[src/logic/eff_map.vh]
// register offsets, field positions, reset values and framing patterns
`ifndef EFF_MAP_VH
`define EFF_MAP_VH

// ----------------------------------------------------------------
// register offsets (byte addresses, one word each)
// ----------------------------------------------------------------
`define EFF_OFF_CTRL     8'h00
`define EFF_OFF_STATUS   8'h04
`define EFF_OFF_MASK     8'h08
`define EFF_OFF_RXINFO   8'h0C
`define EFF_OFF_TXCTLB   8'h10
`define EFF_OFF_RXCTLB   8'h14
`define EFF_OFF_DLINK    8'h18
`define EFF_OFF_TXSIG    8'h1C
`define EFF_OFF_RXSIG    8'h20

// ----------------------------------------------------------------
// control register fields
// ----------------------------------------------------------------
`define EFF_CTRL_EN      0
`define EFF_CTRL_IRSM    1
`define EFF_CTRL_CRC     2
`define EFF_CTRL_ALARM   3
`define EFF_CTRL_YEL     4
`define EFF_CTRL_SA_LO   5
`define EFF_CTRL_SA_HI   9
`define EFF_CTRL_X_LO    10
`define EFF_CTRL_X_HI    12
`define EFF_CTRL_SI      13
`define EFF_CTRL_W       14
`define EFF_CTRL_RST     14'h3FE0

// ----------------------------------------------------------------
// status / mask bits
// ----------------------------------------------------------------
`define EFF_ST_FAS       0
`define EFF_ST_NFAS      1
`define EFF_ST_MAS       2
`define EFF_ST_CRC       3
`define EFF_ST_RALM      4
`define EFF_ST_YEL       5
`define EFF_ST_FEBE      6
`define EFF_ST_MF        7
`define EFF_ST_W         8
`define EFF_MASK_RST     8'h00

// ----------------------------------------------------------------
// framing patterns and frame geometry
// ----------------------------------------------------------------
`define EFF_FAS          7'h1B
`define EFF_MFAS         6'h34
`define EFF_MAS_ZERO     4'h0
`define EFF_CRC_POLY     4'h3
`define EFF_SLOT_SIG     5'd16
`define EFF_SLOT_LAST    5'd31
`define EFF_BIT_LAST     3'd7
`define EFF_SUB_LAST     3'd7

`endif

[src/logic/eff_host_framer.v]
// e1 time slot 0 / time slot 16 overhead formatter and checker
//
// Decided for this implementation: the APB interface to the registers and the placing of the registers.
`timescale 1ns/1ps
`include "eff_map.vh"
module eff_host_framer (
    core_clk,       // 20 MHz system clock
    reset_n,        // synchronous reset, active low
    clk_en,         // freezes all state while low
    paddr,          // apb address
    psel,           // apb select
    penable,        // apb enable
    pwrite,         // apb direction
    pwdata,         // apb write data
    prdata,         // apb read data
    pready,         // apb ready
    pslverr,        // apb error, unmapped address
    irq,            // level interrupt
    line_tx_tick,   // one pulse per transmit bit
    line_tx_data,   // transmit line bit
    tx_payload,     // payload bit for non-overhead slots
    tx_payload_req, // payload bit taken this cycle
    line_rx_tick,   // one pulse per received bit
    line_rx_data,   // receive line pin
    line_rx_sync,   // receive pin, marks bit1 of frame 0
    rx_payload,     // received payload bit
    rx_payload_vld  // payload bit valid pulse
);
    input  wire        core_clk;
    input  wire        reset_n;
    input  wire        clk_en;
    input  wire [7:0]  paddr;
    input  wire        psel;
    input  wire        penable;
    input  wire        pwrite;
    input  wire [31:0] pwdata;
    output reg  [31:0] prdata;
    output wire        pready;
    output reg         pslverr;
    output wire        irq;
    input  wire        line_tx_tick;
    output reg         line_tx_data;
    input  wire        tx_payload;
    output wire        tx_payload_req;
    input  wire        line_rx_tick;
    input  wire        line_rx_data;
    input  wire        line_rx_sync;
    output reg         rx_payload;
    output reg         rx_payload_vld;

    // serial crc-4 step, bits fed first to last
    function [3:0] crc_step;
        input [3:0] crc;
        input       d;
        begin
            crc_step = {crc[2:0], 1'b0} ^ ((d ^ crc[3]) ? `EFF_CRC_POLY : 4'h0);
        end
    endfunction

    // -------------------------------------------------------------
    // registers
    // -------------------------------------------------------------
    reg [`EFF_CTRL_W-1:0] ctrl_r;
    reg [`EFF_ST_W-1:0]   status_r;
    reg [`EFF_ST_W-1:0]   mask_r;
    reg [31:0]            txctl_r;
    reg [31:0]            rxctl_r;
    reg [7:0]             txdl_r;
    reg [7:0]             rxdl_r;
    reg [4:0]             rxsig_sel_r;
    reg [`EFF_ST_W-1:0]   ev;
    reg                   rx_alarm_r, rx_yel_r;
    reg [1:0]             rx_e_r;
    reg [4:0]             rx_sa_r;
    reg [2:0]             rx_x_r;

    wire en     = ctrl_r[`EFF_CTRL_EN];
    wire irsm   = ctrl_r[`EFF_CTRL_IRSM];
    wire crc_on = ctrl_r[`EFF_CTRL_CRC];
    wire si_bit = ctrl_r[`EFF_CTRL_SI];
    wire [4:0] sa_bits = ctrl_r[`EFF_CTRL_SA_HI:`EFF_CTRL_SA_LO];
    wire [2:0] x_bits  = ctrl_r[`EFF_CTRL_X_HI:`EFF_CTRL_X_LO];

    wire setup  = psel & ~penable;
    wire wr_acc = psel & penable & pwrite;
    wire [3:0] sig_rd;

    // -------------------------------------------------------------
    // apb slave: read data captured in setup, zero wait access
    // -------------------------------------------------------------
    assign pready = 1'b1;
    assign irq    = |(status_r & mask_r);

    // read mux and unmapped detect, registered in setup phase
    always @(posedge core_clk) begin
        if (!reset_n) begin
            prdata  <= 32'h0000_0000;
            pslverr <= 1'b0;
        end else if (clk_en && setup) begin
            pslverr <= 1'b0;
            prdata  <= 32'h0000_0000;
            case (paddr)
                `EFF_OFF_CTRL:   prdata[`EFF_CTRL_W-1:0] <= ctrl_r;
                `EFF_OFF_STATUS: prdata[`EFF_ST_W-1:0] <= status_r;
                `EFF_OFF_MASK:   prdata[`EFF_ST_W-1:0] <= mask_r;
                `EFF_OFF_RXINFO: prdata[12:0] <= {rx_x_r, rx_sa_r, rx_e_r,
                                                  rx_yel_r, rx_alarm_r, 1'b0};
                `EFF_OFF_TXCTLB: prdata <= txctl_r;
                `EFF_OFF_RXCTLB: prdata <= rxctl_r;
                `EFF_OFF_DLINK:  prdata[15:0] <= {rxdl_r, txdl_r};
                `EFF_OFF_TXSIG:  prdata <= 32'h0000_0000;
                `EFF_OFF_RXSIG:  prdata[8:0] <= {rxsig_sel_r, sig_rd};
                default:         pslverr <= 1'b1;
            endcase
        end
    end

    // software writable registers; status is write-one-to-clear, set wins
    always @(posedge core_clk) begin
        if (!reset_n) begin
            ctrl_r      <= `EFF_CTRL_RST;
            mask_r      <= `EFF_MASK_RST;
            status_r    <= {`EFF_ST_W{1'b0}};
            txctl_r     <= 32'hFFFF_FFFF;
            txdl_r      <= 8'hFF;
            rxsig_sel_r <= 5'h00;
        end else if (clk_en) begin
            if (wr_acc && paddr == `EFF_OFF_CTRL)   ctrl_r <= pwdata[`EFF_CTRL_W-1:0];
            if (wr_acc && paddr == `EFF_OFF_MASK)   mask_r <= pwdata[`EFF_ST_W-1:0];
            if (wr_acc && paddr == `EFF_OFF_TXCTLB) txctl_r <= pwdata;
            if (wr_acc && paddr == `EFF_OFF_DLINK)  txdl_r <= pwdata[7:0];
            if (wr_acc && paddr == `EFF_OFF_RXSIG)  rxsig_sel_r <= pwdata[8:4];
            if (wr_acc && paddr == `EFF_OFF_STATUS)
                status_r <= (status_r & ~pwdata[`EFF_ST_W-1:0]) | ev;
            else
                status_r <= status_r | ev;
        end
    end

    // -------------------------------------------------------------
    // transmit position and overhead bit
    // -------------------------------------------------------------
    reg  [2:0] tx_bit_r;
    reg  [4:0] tx_slot_r;
    reg  [3:0] tx_frame_r;
    reg  [3:0] tx_crc_r, tx_crc_out_r;
    reg        e_pend_r;
    reg        tx_ovh, tx_ovh_bit;
    wire [3:0] sig_tx;
    wire [2:0] tk   = tx_frame_r[3:1];
    wire       tick = line_tx_tick & en;
    wire       tx_bit = tx_ovh ? tx_ovh_bit : tx_payload;
    wire [6:0] fas_w  = `EFF_FAS;
    wire [5:0] mfas_w = `EFF_MFAS;

    // table entry written by software: data[8:4] channel, data[3:0] ABCD
    eff_sig_mem #(.AW(5), .DW(4)) u_txsig (
        .core_clk (core_clk),
        .clk_en   (clk_en),
        .wr_en    (wr_acc && paddr == `EFF_OFF_TXSIG),
        .wr_addr  (pwdata[8:4]),
        .wr_data  (pwdata[3:0]),
        .rd_addr  ({tx_bit_r[2], tx_frame_r}),
        .rd_data  (sig_tx)
    );

    assign tx_payload_req = tick & ~tx_ovh;

    // overhead bit for the current position, bit index 0 is bit 1
    always @* begin
        tx_ovh     = 1'b0;
        tx_ovh_bit = 1'b0;
        if (tx_slot_r == 5'd0) begin
            tx_ovh = 1'b1;
            if (!tx_frame_r[0]) begin
                if (tx_bit_r == 3'd0)
                    tx_ovh_bit = crc_on ? tx_crc_out_r[3 - tx_frame_r[2:1]] : si_bit;
                else
                    tx_ovh_bit = fas_w[3'd7 - tx_bit_r];
            end else begin
                case (tx_bit_r)
                    3'd0: tx_ovh_bit = !crc_on ? si_bit :
                                       (tk >= 3'd6) ? ~e_pend_r :
                                       mfas_w[tk];
                    3'd1: tx_ovh_bit = 1'b1;
                    3'd2: tx_ovh_bit = ctrl_r[`EFF_CTRL_ALARM];
                    3'd3: tx_ovh_bit = irsm ? txdl_r[tk] : sa_bits[0];
                    default: tx_ovh_bit = irsm ?
                        txctl_r[{tx_bit_r[1], tk, tx_bit_r[0]}] :
                        sa_bits[tx_bit_r - 3'd3];
                endcase
            end
        end else if (tx_slot_r == `EFF_SLOT_SIG) begin
            tx_ovh = 1'b1;
            if (tx_frame_r == 4'd0) begin
                case (tx_bit_r)
                    3'd4:    tx_ovh_bit = x_bits[0];
                    3'd5:    tx_ovh_bit = ctrl_r[`EFF_CTRL_YEL];
                    3'd6:    tx_ovh_bit = x_bits[1];
                    3'd7:    tx_ovh_bit = x_bits[2];
                    default: tx_ovh_bit = 1'b0;
                endcase
            end else begin
                tx_ovh_bit = sig_tx[2'd3 - tx_bit_r[1:0]];
            end
        end
    end

    wire tx_sub_end = (tx_frame_r[2:0] == `EFF_SUB_LAST) &&
                      (tx_slot_r == `EFF_SLOT_LAST) && (tx_bit_r == `EFF_BIT_LAST);
    wire tx_cpos = (tx_slot_r == 5'd0) && !tx_frame_r[0] && (tx_bit_r == 3'd0);
    wire [3:0] tx_crc_nxt = crc_step(tx_crc_r, tx_cpos ? 1'b0 : tx_bit);
    wire rx_crc_err;

    // transmit counters, line bit and crc over each sub-multiframe
    always @(posedge core_clk) begin
        if (!reset_n) begin
            tx_bit_r     <= 3'd0;
            tx_slot_r    <= 5'd0;
            tx_frame_r   <= 4'd0;
            tx_crc_r     <= 4'h0;
            tx_crc_out_r <= 4'h0;
            line_tx_data <= 1'b1;
            e_pend_r     <= 1'b0;
        end else if (clk_en) begin
            if (tick) begin
                line_tx_data <= tx_bit;
                tx_bit_r     <= tx_bit_r + 3'd1;
                if (tx_bit_r == `EFF_BIT_LAST) begin
                    tx_slot_r <= tx_slot_r + 5'd1;
                    if (tx_slot_r == `EFF_SLOT_LAST)
                        tx_frame_r <= tx_frame_r + 4'd1;
                end
                if (tx_sub_end) begin
                    tx_crc_out_r <= tx_crc_nxt;
                    tx_crc_r     <= 4'h0;
                end else begin
                    tx_crc_r <= tx_crc_nxt;
                end
            end else if (!en) begin
                {tx_bit_r, tx_slot_r, tx_frame_r, tx_crc_r, tx_crc_out_r} <= 20'h00000;
            end
            // one pending error clears the next E bit sent; new error wins
            if (rx_crc_err)
                e_pend_r <= 1'b1;
            else if (tick && crc_on && tx_slot_r == 5'd0 && tx_bit_r == 3'd0 &&
                     tx_frame_r[0] && tk >= 3'd6)
                e_pend_r <= 1'b0;
        end
    end

    // -------------------------------------------------------------
    // receive side: pin synchronisers, position and checks
    // -------------------------------------------------------------
    reg  [1:0] rxd_sync_r, rxs_sync_r;
    reg  [2:0] rx_bit_r;
    reg  [4:0] rx_slot_r;
    reg  [3:0] rx_frame_r;
    reg  [6:0] rx_sh_r;
    reg  [3:0] rx_crc_r, rx_crc_prev_r, rx_c_r;
    reg        rx_crc_vld_r;
    wire       rtick  = line_rx_tick & en;
    wire       rbit   = rxd_sync_r[1];
    wire       rstart = rxs_sync_r[1];
    wire [2:0] rbi    = rstart ? 3'd0 : rx_bit_r;
    wire [4:0] rsl    = rstart ? 5'd0 : rx_slot_r;
    wire [3:0] rfr    = rstart ? 4'd0 : rx_frame_r;
    wire [2:0] rk     = rfr[3:1];
    wire [7:0] rbyte  = {rx_sh_r, rbit};
    wire       r_byte_end = rtick && rbi == `EFF_BIT_LAST;
    wire       r_cpos = (rsl == 5'd0) && !rfr[0] && (rbi == 3'd0);
    wire       r_sub_end = rtick && rfr[2:0] == `EFF_SUB_LAST &&
                           rsl == `EFF_SLOT_LAST && rbi == `EFF_BIT_LAST;
    wire [3:0] rx_crc_nxt = crc_step(rx_crc_r, r_cpos ? 1'b0 : rbit);
    wire       r_sig_wr = rtick && rsl == `EFF_SLOT_SIG && rfr != 4'd0 &&
                          rbi[1:0] == 2'd3;
    assign rx_crc_err = crc_on && r_sub_end && rx_crc_vld_r &&
                        (rx_c_r != rx_crc_prev_r);

    // received ABCD nibbles stored per channel, read by software
    eff_sig_mem #(.AW(5), .DW(4)) u_rxsig (
        .core_clk (core_clk),
        .clk_en   (clk_en),
        .wr_en    (r_sig_wr),
        .wr_addr  ({rbi[2], rfr}),
        .wr_data  ({rx_sh_r[2:0], rbit}),
        .rd_addr  (rxsig_sel_r),
        .rd_data  (sig_rd)
    );

    // event decode from completed overhead bytes and sub-multiframe ends
    always @* begin
        ev = {`EFF_ST_W{1'b0}};
        if (r_byte_end && rsl == 5'd0 && !rfr[0])
            ev[`EFF_ST_FAS] = (rbyte[6:0] != `EFF_FAS);
        if (r_byte_end && rsl == 5'd0 && rfr[0]) begin
            ev[`EFF_ST_NFAS] = ~rbyte[6];
            ev[`EFF_ST_RALM] = rbyte[5] & ~rx_alarm_r;
            ev[`EFF_ST_FEBE] = crc_on && rk >= 3'd6 && !rbyte[7];
            if (crc_on && rk < 3'd6 && rbyte[7] != mfas_w[rk])
                ev[`EFF_ST_NFAS] = 1'b1;
        end
        if (r_byte_end && rsl == `EFF_SLOT_SIG && rfr == 4'd0) begin
            ev[`EFF_ST_MAS] = (rbyte[7:4] != `EFF_MAS_ZERO);
            ev[`EFF_ST_YEL] = rbyte[2] & ~rx_yel_r;
        end
        ev[`EFF_ST_CRC] = rx_crc_err;
        ev[`EFF_ST_MF]  = r_sub_end && rfr == 4'd15;
    end

    // synchronisers, counters, capture of received overhead
    always @(posedge core_clk) begin
        if (!reset_n) begin
            rxd_sync_r     <= 2'b00;
            rxs_sync_r     <= 2'b00;
            rx_bit_r       <= 3'd0;
            rx_slot_r      <= 5'd0;
            rx_frame_r     <= 4'd0;
            rx_sh_r        <= 7'h00;
            rx_crc_r       <= 4'h0;
            rx_crc_prev_r  <= 4'h0;
            rx_c_r         <= 4'h0;
            rx_crc_vld_r   <= 1'b0;
            rx_alarm_r     <= 1'b0;
            rx_yel_r       <= 1'b0;
            rx_e_r         <= 2'b11;
            rx_sa_r        <= 5'h1F;
            rx_x_r         <= 3'h7;
            rxctl_r        <= 32'h0000_0000;
            rxdl_r         <= 8'h00;
            rx_payload     <= 1'b0;
            rx_payload_vld <= 1'b0;
        end else if (clk_en) begin
            rxd_sync_r     <= {rxd_sync_r[0], line_rx_data};
            rxs_sync_r     <= {rxs_sync_r[0], line_rx_sync};
            rx_payload_vld <= rtick && rsl != 5'd0 && rsl != `EFF_SLOT_SIG;
            if (rtick) begin
                rx_payload <= rbit;
                rx_sh_r    <= rbyte[6:0];
                rx_bit_r   <= rbi + 3'd1;
                rx_slot_r  <= (rbi == `EFF_BIT_LAST) ? rsl + 5'd1 : rsl;
                rx_frame_r <= (rbi == `EFF_BIT_LAST && rsl == `EFF_SLOT_LAST) ?
                              rfr + 4'd1 : rfr;
                if (r_cpos)
                    rx_c_r[3 - rfr[2:1]] <= rbit;
                if (r_sub_end) begin
                    rx_crc_prev_r <= rx_crc_nxt;
                    rx_crc_r      <= 4'h0;
                    rx_crc_vld_r  <= 1'b1;
                end else begin
                    rx_crc_r <= rstart ? 4'h0 : rx_crc_nxt;
                end
            end
            if (r_byte_end && rsl == 5'd0 && rfr[0]) begin
                rx_alarm_r <= rbyte[5];
                if (crc_on && rk >= 3'd6)
                    rx_e_r[rk[0]] <= rbyte[7];
                if (irsm) begin
                    rxdl_r[rk] <= rbyte[4];
                    rxctl_r[{1'b0, rk, 1'b0}] <= rbyte[3];
                    rxctl_r[{1'b0, rk, 1'b1}] <= rbyte[2];
                    rxctl_r[{1'b1, rk, 1'b0}] <= rbyte[1];
                    rxctl_r[{1'b1, rk, 1'b1}] <= rbyte[0];
                end else begin
                    rx_sa_r <= {rbyte[0], rbyte[1], rbyte[2], rbyte[3], rbyte[4]};
                end
            end
            if (r_byte_end && rsl == `EFF_SLOT_SIG && rfr == 4'd0) begin
                rx_yel_r <= rbyte[2];
                rx_x_r   <= {rbyte[0], rbyte[1], rbyte[3]};
            end
        end
    end
endmodule

[src/logic/eff_sig_mem.v]
// signalling nibble store, one write port and a registered read port
`timescale 1ns/1ps
module eff_sig_mem #(
    parameter AW = 5,
    parameter DW = 4
) (
    core_clk,   // system clock
    clk_en,     // freeze when low
    wr_en,      // write strobe
    wr_addr,    // write address
    wr_data,    // write data
    rd_addr,    // read address
    rd_data     // registered read data
);
    input  wire          core_clk;
    input  wire          clk_en;
    input  wire          wr_en;
    input  wire [AW-1:0] wr_addr;
    input  wire [DW-1:0] wr_data;
    input  wire [AW-1:0] rd_addr;
    output reg  [DW-1:0] rd_data;

    reg [DW-1:0] mem [0:(1<<AW)-1];

    // -------------------------------------------------------------
    // storage and read register
    // -------------------------------------------------------------
    // no reset: contents come only from writes (software or receive stream), read data follows address
    always @(posedge core_clk) begin
        if (clk_en) begin
            if (wr_en) begin
                mem[wr_addr] <= wr_data;
            end
            rd_data <= mem[rd_addr];
        end
    end
endmodule

[config.mk]
export PLATFORM = sky130hd
export DESIGN_NAME = eff_host_framer
export DESIGN_NICKNAME = d
export VERILOG_FILES = /design/src/logic/eff_host_framer.v /design/src/logic/eff_sig_mem.v
export VERILOG_INCLUDE_DIRS = /design/src /design/src/logic
export SDC_FILE = /design/constraint.sdc
export NUM_CORES = 1
export LEC_CHECK = 0
export BUFFER_PORTS_ARGS = -buffer_cell sky130_fd_sc_hd__buf_2
export CAP_MARGIN = 25
export CORE_ASPECT_RATIO = 0.9
export CORE_UTILIZATION = 51
export CTS_BUF_LIST = sky130_fd_sc_hd__clkbuf_4 sky130_fd_sc_hd__clkbuf_8
export CTS_CLUSTER_SIZE = 12
export DETAILED_ROUTE_END_ITERATION = 16
export HOLD_SLACK_MARGIN = 0.1
export PLACE_DENSITY = 0.68
export SETUP_SLACK_MARGIN = 0.2
export SLEW_MARGIN = 40
export SYNTH_ARGS = -nofsm -noshare
export SYNTH_HDL_FRONTEND = slang
export SYNTH_SLANG_ARGS = --single-unit
[constraint.sdc]
create_clock -name core_clk -period 7.3 [get_ports core_clk]
set_input_delay 1.825 -clock core_clk [delete_from_list [all_inputs] [get_ports core_clk]]
set_output_delay 1.825 -clock core_clk [all_outputs]
set_load 0.01 [all_outputs]
==> impl_metrics.env, run 1 <==
export IMPL_status="completed"
export IMPL_fin_ws_ns=3.06
export IMPL_place_inst=2200
export IMPL_clk_pin_slew_ns=0.05
export IMPL_synthArstFlopShare=0
export IMPL_power_mw=5.35
export IMPL_synth_seq_cells=484
export IMPL_cp_start_kind="primary input"
export IMPL_multi_input_area_sq_mm=0.00755
export IMPL_synth_top_cell_by_area="edfxtp_1"
export IMPL_max_freq_mhz=236
export IMPL_dr_pass1_iters=6
export IMPL_synth_top_area_share=0.387
export IMPL_wl_met2_um=22600
export IMPL_post_cts_resized=0
export IMPL_rsz0062_at_grt="false"
export IMPL_vias=14100
export IMPL_crit_fanout=6
export IMPL_wl_met3_um=3650
export IMPL_fin_tns_setup_ns=0
export IMPL_clock_skew_final_ns=0.0521
export IMPL_clockBufferDepth=3
export IMPL_period_needed_ns=4.24
export IMPL_leakage_nw=8.12
export IMPL_hold_slack_ns=0.455
export IMPL_peakVddDrop_mv=0.133
export IMPL_maxCapViolations=0
export IMPL_ant_nets=0
export IMPL_hold_path_class="register to register"
export IMPL_cp_arrival_ns=2.42
export IMPL_hold_violations=0
export IMPL_drc=0
export IMPL_dpl_hpwl_um=34100
export IMPL_end_kind="output port"
export IMPL_netlist_area_sq_mm=0.0205
export IMPL_layout_drive_gt1_share=0.200
export IMPL_routed_wl_um=51400
export IMPL_powerDensity_mw_per_mm2=234
export IMPL_clock_latency_ns=0.63
export IMPL_cts_root_buffer="clkbuf_8"
export IMPL_synth_ff_type="edfxtp_1"
export IMPL_final_cells=2339
export IMPL_ctsHoldBuffers=0
export IMPL_critPathLaunch="line_tx_tick"
export IMPL_syn_to_final_growth_pct=11.5
export IMPL_htree_levels=3
export IMPL_dieArea_sq_mm=0.0410
export IMPL_core_sq_mm=0.0395
export IMPL_tightest_slew_ns=0.862
export IMPL_synth_most_common_cell="edfxtp_1"
export IMPL_postSynthAreaPerCell_sq_um=12.3
export IMPL_cts_sinks=484
export IMPL_dieWidth_um=213
export IMPL_wl_per_cell_um=22.0
export IMPL_grt_overflow=0
export IMPL_ys_seq_area_frac=0.602
export IMPL_grt_pass1_vias=13100
export IMPL_fp_row_count=69
export IMPL_post_cts_repair_setup_buffers=0
export IMPL_dp_slack_ns=2.54
export IMPL_vias_per_cell=6.01
export IMPL_final_nets=1821
export IMPL_grt_pass1_wl_um=77500
export IMPL_top_layer="met4"
export IMPL_port_buffers=88
export IMPL_slew_viol_final=0
export IMPL_yosysWarnings=0
export IMPL_initial_utilization=0.518
export IMPL_stdcell_area_sq_mm=0.0228
export IMPL_cp_required_ns=5.48
export IMPL_grt_usage=0.253
export IMPL_fillers=3220
export IMPL_netlist_cell_type_count=72
export IMPL_antenna_found_initial=1
export IMPL_synth_edf_count=264
export IMPL_die_y_um=192
export IMPL_fin_crit_sh=0.581
export IMPL_maxSlewHeadroom=0.425
export IMPL_synth_common_cells="264 x edfxtp_1, 220 x dfxtp_1, 217 x nand2_1"
export IMPL_path_class="primary input to output port"
export IMPL_worstHoldStart="rx_bit_r[1]$_SDFFE_PN0P_"
export IMPL_synth_area_leaders="edfxtp_1 39%, dfxtp_1 21%, mux4_2 9.6%, nand2_1 4.0%, nor2_1 3.8%"
export IMPL_final_util=0.578
export IMPL_ff_latch_area_sq_mm=0.0123
export IMPL_reg2reg_from="ctrl_r[0]$_SDFFE_PN0P_"
export IMPL_cts_made_buffers=77
export IMPL_gp_congestion=0.884
export IMPL_place_area_sq_mm=0.0213
export IMPL_boundaryPins=90
export IMPL_setup_viol=0
export IMPL_grt_start_max_net_pins=103
export IMPL_drt_iter0_drc=1640
export IMPL_cts_tree="yes"
export IMPL_postSynthCellCount=1663
export IMPL_wl_met1_um=22800
-- per-layer routing --
| layer | up-vias | global-route usage |
|---|---|---|
| li1 | 6354 | - |
| met1 | 6951 | 0.363 |
| met2 | 631 | 0.374 |
| met3 | 122 | 0.0389 |
| met4 | 0 | 0.125 |
| met5 | - | 0.00123 |
-- state kept, by name, indices dropped and copies added (netlist names), 5 cells and up, named ones only --
signal,cells
prdata,32
ctrl_r,14
rx_sa_r,5
rxdl_r,8
u_rxsig.mem,128
u_txsig.mem,128
rx_sh_r,7
mask_r,8
txctl_r,32
txdl_r,8
tx_slot_r,5
rxctl_r,32
status_r,8
rx_slot_r,5
rxsig_sel_r,5
-- final timing paths --
path                                            endpoint  slack (ns)  cells after the start
worst max-delay path                      tx_payload_req        3.06                      4
worst min-delay path            rx_bit_r[1]$_SDFFE_PN0P_        0.46                      2
worst max register to register  rxctl_r[20]$_SDFFE_PN0P_        4.09                      7
worst min register to register  rx_bit_r[1]$_SDFFE_PN0P_        0.46                      2
-- final cells by class --
cell class | instances | share of cell area
flip-flops and latches | 484 | 0.540
multi-input cells | 1047 | 0.330
clock buffers | 120 | 0.0633
well taps | 532 | 0.0291
repair buffers | 113 | 0.0275
clock inverters | 18 | 0.00537
inverters | 24 | 0.00416
diodes | 1 | 0.000110
-- worst max-delay path, cell delays in order --
cell and delay (ns):
buf_2 0.14, nand2_1 0.16, nor2_1 0.14, buf_2 0.14
-- placed cells by master (no fill, tap or decap), types with 5 or more instances in the layout --
cell type,count
ha_1,23
nand3_1,85
inv_1,22
buf_4,25
mux2_2,5
xnor2_1,6
o21ai_0,27
and3_1,7
nand4_1,16
edfxtp_1,264
nor3_1,34
dfxtp_1,216
a21oi_1,62
a221oi_1,22
a22oi_1,56
nand2_1,216
clkbuf_4,33
clkbuf_8,87
clkinv_1,11
a222oi_1,8
mux4_2,87
a32oi_1,6
nor2b_1,9
conb_1,9
and2_1,9
mux4_1,6
nor2_1,202
buf_2,88
mux2i_1,66
nand2b_1,13
-- kinds of logic after synthesis --
group	synth area share
fa+ha+maj	0.0140
compound gates	0.0735
buf+inv	0.0322
simple gates	0.135
other cells	0.000367
flops	0.602
mux	0.138
xor+xnor	0.00452
-- power breakdown --
group	switching, mW	internal, mW	total [mW]
combinational	0.0870	0.0328	0.120
clock	1.05	1.29	2.35
sequential	0.00649	2.87	2.88
total	1.15	4.20	5.35
Power figures use the tool's default switching activity.
==> inputs of run 2 (changes only) <==
--- a/config.mk
+++ b/config.mk
@@ -14,7 +14,7 @@
 export CTS_CLUSTER_SIZE = 12
 export DETAILED_ROUTE_END_ITERATION = 16
 export HOLD_SLACK_MARGIN = 0.1
-export PLACE_DENSITY = 0.68
+export PLACE_DENSITY = 0.71
 export SETUP_SLACK_MARGIN = 0.2
 export SLEW_MARGIN = 40
 export SYNTH_ARGS = -nofsm -noshare
==> constraint.sdc (replaced) <==
create_clock -name core_clk -period 3.5 [get_ports core_clk]
set_input_delay 0.875 -clock core_clk [delete_from_list [all_inputs] [get_ports core_clk]]
set_output_delay 0.875 -clock core_clk [all_outputs]
set_load 0.01 [all_outputs]
==> run 2 against run 1 <==
  * Sequential share of layout area is 0.48 points lower
  * Die area stayed put
  * Critical path depth is 2 higher
  * First-iteration DRC count is 6.5% higher
  * Hold slack worse by 0.031 ns
  * Global-route usage is 1.3 points higher
  * Wire length is 3.9% higher
  * Power is 110% higher
  * Utilization is 0.52 points higher
  * Setup slack worse by 2.5 ns
  * Combinational power is 120% higher
  * Critical path type is now register to register
  * Largest power group unchanged
==> impl_metrics.env, run 2 (synthesis gave the netlist of run 1 again) <==
export IMPL_status="completed"
export IMPL_clk_pin_slew_ns=0.06
export IMPL_initial_utilization=0.518
export IMPL_dpl_hpwl_um=35100
export IMPL_boundaryPins=90
export IMPL_routed_wl_um=53400
export IMPL_cts_sinks=484
export IMPL_crit_fanout=21
export IMPL_ff2ff_path_depth=6
export IMPL_clock_skew_final_ns=0.0507
export IMPL_drt_iter0_drc=1747
export IMPL_end_kind="register"
export IMPL_drc=0
export IMPL_vias=14300
export IMPL_vias_per_cell=6.05
export IMPL_cts_made_buffers=77
export IMPL_grt_start_max_net_pins=75
export IMPL_peakVddDrop_mv=0.270
export IMPL_grt_pass1_wl_um=81200
export IMPL_cts_root_buffer="clkbuf_8"
export IMPL_cp_slowest_stage_delay_ns=0.47
export IMPL_gp_congestion=0.911
export IMPL_fin_crit_sh=0.836
export IMPL_antenna_cells=0
export IMPL_ant_nets=0
export IMPL_leakage_nw=8.26
export IMPL_tightest_slew_ns=0.813
export IMPL_power_mw=11.2
export IMPL_cp_arrival_ns=3.22
export IMPL_core_sq_mm=0.0395
export IMPL_maxCapViolations=0
export IMPL_layout_drive_gt1_share=0.210
export IMPL_critPathCapture="u_rxsig.mem[17][2]$_DFFE_PP_"
export IMPL_largest_registers="u_rxsig.mem: 128 flops, u_txsig.mem: 128 flops"
export IMPL_period_needed_ns=2.92
export IMPL_slew_viol_final=0
export IMPL_crit_path_cell_trace="buf_4, nand2b_1, ha_1, a2111oi_2, nand2_1, nor2_1"
export IMPL_syn_to_final_growth_pct=12.5
export IMPL_final_nets=1845
export IMPL_ctsHoldBuffers=0
export IMPL_clock_latency_ns=0.66
export IMPL_worst_path_max_delay_cell="nor2_1"
export IMPL_wl_per_cell_um=22.6
export IMPL_fin_tns_setup_ns=0
export IMPL_dr_pass1_iters=6
export IMPL_grt_usage=0.265
export IMPL_clockBufferDepth=3
export IMPL_powerDensity_mw_per_mm2=485
export IMPL_path_class="register to register"
export IMPL_post_cts_resized=0
export IMPL_reg2reg_from="rxs_sync_r[1]$_SDFFE_PN0P_"
export IMPL_rrSetupSlack_ns=0.58
export IMPL_fillers=3175
export IMPL_cp_start_kind="register"
export IMPL_grt_pass1_vias=13600
export IMPL_hold_path_class="primary input to register"
export IMPL_htree_levels=3
export IMPL_max_freq_mhz=342
export IMPL_antenna_found_initial=0
export IMPL_fp_row_count=69
export IMPL_cp_required_ns=3.80
export IMPL_post_cts_repair_setup_buffers=0
export IMPL_rsz0062_at_grt="false"
export IMPL_dieArea_sq_mm=0.0410
export IMPL_critPathLaunch="rxs_sync_r[1]$_SDFFE_PN0P_"
export IMPL_maxSlewHeadroom=0.458
export IMPL_hold_violations=0
export IMPL_reg2reg_to="u_rxsig.mem[17][2]$_DFFE_PP_"
export IMPL_setup_viol=0
export IMPL_port_buffers=88
export IMPL_grt_overflow=0
export IMPL_die_y_um=192
export IMPL_cts_tree="yes"
export IMPL_layout_common_cells="264 x edfxtp_1, 217 x nand2_1, 216 x dfxtp_1"
export IMPL_dieWidth_um=213
export IMPL_final_common_cell="edfxtp_1"
run 2: worst min path at each step:
stage	start	end	slack (ns)	cells past startpoint
final	pwdata[26]	txctl_r[26]$_SDFFE_PN1P_	0.42	3
after global routing	pwdata[20]	txctl_r[20]$_SDFFE_PN1P_	0.40	3
after floorplan	tx_crc_out_r[2]$_SDFFE_PN0P_	tx_crc_out_r[2]$_SDFFE_PN0P_	0.43	2
after global placement	tx_crc_out_r[3]$_SDFFE_PN0P_	tx_crc_out_r[3]$_SDFFE_PN0P_	0.44	2
after CTS	pwdata[26]	txctl_r[26]$_SDFFE_PN1P_	0.38	3
after detailed placement	tx_crc_out_r[3]$_SDFFE_PN0P_	tx_crc_out_r[3]$_SDFFE_PN0P_	0.45	2
run 2: where the power goes:
part | internal, mW | switching (mW) | total (mW)
logic | 0.0727 | 0.187 | 0.260
registers | 5.99 | 0.0166 | 6.00
clock network | 2.70 | 2.22 | 4.93
run 2: area by class of cell:
class                   count  area (sq um)  share of cell area
repair buffers            137           846              0.0367
multi-input cells        1047          7540               0.327
well taps                 532           666              0.0289
inverters                  24          92.6             0.00402
clock buffers             120          1450              0.0627
clock inverters            17           123             0.00532
flip-flops and latches    484         12300               0.535
run 2: worst max-delay path, delay by kind of cell (launching register included):
| family | cells | cell delay [ns] |
|---|---|---|
| buf+inv | 1 | 0.21 |
| simple gates | 3 | 1.18 |
| fa+ha+maj | 1 | 0.30 |
| flops | 1 | 0.43 |
| compound gates | 1 | 0.45 |
run 2: through the flow:
stage / cell area, sq um / hold WS, ns / worst slack [ns] / util / instances
finish: 23100 / 0.424 / 0.576 / 0.583 / 2361
global route: 23100 / 0.404 / 0.326 / 0.583 / 2361
CTS: 23100 / 0.383 / 0.443 / 0.583 / 2361
detailed placement: 21500 / 0.449 / 0.395 / 0.543 / 2224
global placement: 21500 / 0.442 / 0.458 / 0.543 / 2224
floorplan: 20500 / 0.429 / 0.539 / - / 1670
run 2: layer usage:
metal	routed length, um	vias up	GRT usage
li1	-	6388	-
met4	2060	0	0.116
met1	22100	7015	0.364
met3	4710	128	0.0517
met5	0	-	0
met2	24500	764	0.411
==> inputs of run 3 (changes only) <==
--- a/config.mk
+++ b/config.mk
@@ -6,6 +6,7 @@
 export SDC_FILE = /design/constraint.sdc
 export NUM_CORES = 1
 export LEC_CHECK = 0
+export ABC_AREA = 1
 export BUFFER_PORTS_ARGS = -buffer_cell sky130_fd_sc_hd__buf_2
 export CAP_MARGIN = 25
 export CORE_ASPECT_RATIO = 0.9
==> constraint.sdc (replaced) <==
create_clock -name core_clk -period 2.6 [get_ports core_clk]
set_input_delay 0.65 -clock core_clk [delete_from_list [all_inputs] [get_ports core_clk]]
set_output_delay 0.65 -clock core_clk [all_outputs]
set_load 0.01 [all_outputs]
==> run 3 against run 2 <==
  * Setup slack worse by 0.36 ns
  * First-iteration DRC count up 27%
  * Wire length up 11%
  * Hold slack worse by 0.18 ns
  * Synthesized cell count up 32%
  * Sequential cell count unchanged
  * Critical path type is now register to output port
  * Sequential power up 35%
  * Highest routed layer unchanged
  * Power up 39%
==> impl_metrics.env, run 3 <==
export IMPL_die_y_um=193
export IMPL_rsz0062_at_grt="true"
export IMPL_hold_path_class="primary input to register"
export IMPL_grt_pass1_wl_um=90400
export IMPL_dieArea_sq_mm=0.0412
export IMPL_path_class="register to output port"
export IMPL_cts_root_buffer="clkbuf_8"
export IMPL_synth_edf_count=264
export IMPL_fin_tns_setup_ns=0
export IMPL_grt_overflow=0
export IMPL_leakage_nw=9.73
export IMPL_setup_viol=0
export IMPL_postSynthCellCount=2188
export IMPL_ant_nets=0
export IMPL_peakVddDrop_mv=0.441
export IMPL_cp_start_kind="register"
export IMPL_syn_to_final_growth_pct=18.5
export IMPL_synth_top_cell_by_area="edfxtp_1"
export IMPL_core_sq_mm=0.0396
export IMPL_drc=0
export IMPL_slew_viol_final=0
export IMPL_crit_fanout=3
export IMPL_final_cells=2986
export IMPL_synth_top_area_share=0.385
export IMPL_grt_usage=0.282
export IMPL_clock_latency_ns=0.66
export IMPL_cp_required_ns=1.95
export IMPL_clockBufferDepth=3
export IMPL_fin_crit_sh=0.918
export IMPL_max_freq_mhz=419
export IMPL_place_inst=2840
export IMPL_synth_ff_type="edfxtp_1"
export IMPL_status="completed"
export IMPL_final_common_cell="nand2_1"
export IMPL_routed_wl_um=59200
export IMPL_largest_registers="u_rxsig.mem: 128 flops, u_txsig.mem: 128 flops"
export IMPL_synthArstFlopShare=0
export IMPL_hold_violations=0
export IMPL_dr_pass1_iters=8
export IMPL_powerDensity_mw_per_mm2=635
export IMPL_postSynthAreaPerCell_sq_um=9.42
export IMPL_netlist_cell_type_count=44
export IMPL_synth_area_leaders="edfxtp_1 38%, dfxtp_1 21%, o21ai_0 6.3%, nor2_1 5.3%, nand2_1 5.0%"
export IMPL_netlist_area_sq_mm=0.0206
export IMPL_maxCapViolations=0
export IMPL_synth_most_common_cell="nor2_1"
export IMPL_htree_levels=3
export IMPL_boundaryPins=90
export IMPL_drt_iter0_drc=2210
export IMPL_ctsHoldBuffers=0
export IMPL_dpl_hpwl_um=40100
export IMPL_synth_common_cells="292 x nor2_1, 277 x nand2_1, 264 x edfxtp_1"
export IMPL_holdPathStages=3
export IMPL_power_mw=15.5
export IMPL_clk_pin_slew_ns=0.06
export IMPL_cts_tree="yes"
export IMPL_dieWidth_um=214
export IMPL_antenna_found_initial=0
export IMPL_synth_seq_cells=484
export IMPL_layout_common_cells="275 x nand2_1, 267 x nor2_1, 264 x edfxtp_1"
export IMPL_vias=17400
export IMPL_vias_per_cell=5.83
export IMPL_port_buffers=88
export IMPL_period_needed_ns=2.39
export IMPL_worst_path_max_delay_cell="dfxtp_2"
export IMPL_end_kind="output port"
export IMPL_maxSlewHeadroom=0.560
export IMPL_grt_start_max_net_pins=86
export IMPL_place_area_sq_mm=0.0225
export IMPL_crit_path_cell_trace="nand2_1, o21ai_1, a21oi_1, nand4_1, buf_2"
export IMPL_cts_sinks=484
export IMPL_initial_utilization=0.520
export IMPL_fp_row_count=69
export IMPL_gp_congestion=0.937
export IMPL_stdcell_area_sq_mm=0.0244
export IMPL_yosysWarnings=0
export IMPL_clock_skew_final_ns=0.0355
export IMPL_cp_arrival_ns=1.74
export IMPL_tightest_slew_ns=0.655
export IMPL_grt_pass1_vias=16400
export IMPL_final_nets=2468
export IMPL_cts_made_buffers=76
export IMPL_wl_per_cell_um=19.8
export IMPL_antenna_cells=0
export IMPL_ff2ff_path_depth=13
export IMPL_layout_drive_gt1_share=0.185
export IMPL_ys_seq_area_frac=0.598
export IMPL_cp_slowest_stage_delay_ns=0.34
## run 3: cell count changes in the layout (fill, tap and decap cells not counted), moves of 47 or more
| cell | before | now |
|---|---|---|
| a21oi_1 | 62 | 151 |
| a22oi_1 | 56 | 1 |
| buf_4 | 46 | 135 |
| inv_1 | 22 | 190 |
| mux2i_1 | 66 | 0 |
| mux4_2 | 87 | 0 |
| nand2_1 | 217 | 275 |
| nor2_1 | 202 | 267 |
| o211ai_1 | 2 | 49 |
| o21ai_0 | 27 | 231 |
| o22ai_1 | 2 | 53 |
## run 3: repair_timing
item,in CTS,in global routing
setup endpoints to repair,30,151
gates resized for setup,10,81
pin swaps,5,10
buffers inserted,2,5
cloned,0,1
hold endpoints to repair,0,0
## run 3: cell type report
type	instances	area [sq um]
tap	532	666
fill	3249	15200
multi-input combinational	1389	7280
clock inverter	23	246
inverter	210	790
sequential	484	12300
timing repair buffer	233	1670
clock buffer	115	1420
## run 3: path summary, 6_finish.rpt
path	slack [ns]	endpoint	start
setup / recovery	0.21	irq	status_r[7]$_SDFFE_PN0P_
hold / removal	0.25	txctl_r[22]$_SDFFE_PN1P_	pwdata[22]
setup reg to reg	0.24	rxctl_r[11]$_SDFFE_PN0P_	rxs_sync_r[1]$_SDFFE_PN0P_
hold reg to reg	0.46	rxctl_r[26]$_SDFFE_PN0P_	rxctl_r[26]$_SDFFE_PN0P_
## run 3: where the power goes
group | switching [mW] | total [mW] | internal (mW)
Clock | 3.07 | 6.98 | 3.92
Combinational | 0.306 | 0.435 | 0.129
Sequential | 0.0221 | 8.09 | 8.06
## run 3: stage by stage
stage                      util  worst slack [ns]  hold slack (ns)
after floorplan               -             0.239            0.424
after global placement    0.567            -0.296            0.439
after detailed placement  0.567            -0.336            0.447
after CTS                 0.610             0.190            0.212
after global routing      0.616             0.102            0.246
final                     0.616             0.213            0.246
## run 3: cells by family (layout without fill, tap and decap cells)
logic type / Yosys count / in the layout / synth area share
simple gates: 733 / 734 / 0.149
compound gates: 616 / 616 / 0.176
flops: 484 / 484 / 0.598
buf+inv: 323 / 581 / 0.0596
fa+ha+maj: 23 / 23 / 0.0140
xor+xnor: 7 / 7 / 0.00297
other cells: 2 / 9 / 0.000364
## run 3: worst max-delay path: cells and delay by family (launching register included)
kind	cells	cell delay [ns]
AND/OR/NAND/NOR	2	0.32
flip-flops	1	0.34
buffers and inverters	1	0.22
AO/OA/AOI/OAI	2	0.21
## run 3: per-layer routing
layer | part of all wire | vias up | routed length (um) | GRT usage
li1 | - | 8101 | - | -
met1 | 0.43 | 8247 | 25300 | 0.394
met2 | 0.44 | 912 | 26200 | 0.431
met3 | 0.10 | 144 | 5900 | 0.0569
met4 | 0.032 | 0 | 1880 | 0.116
met5 | 0 | - | 0 | 0
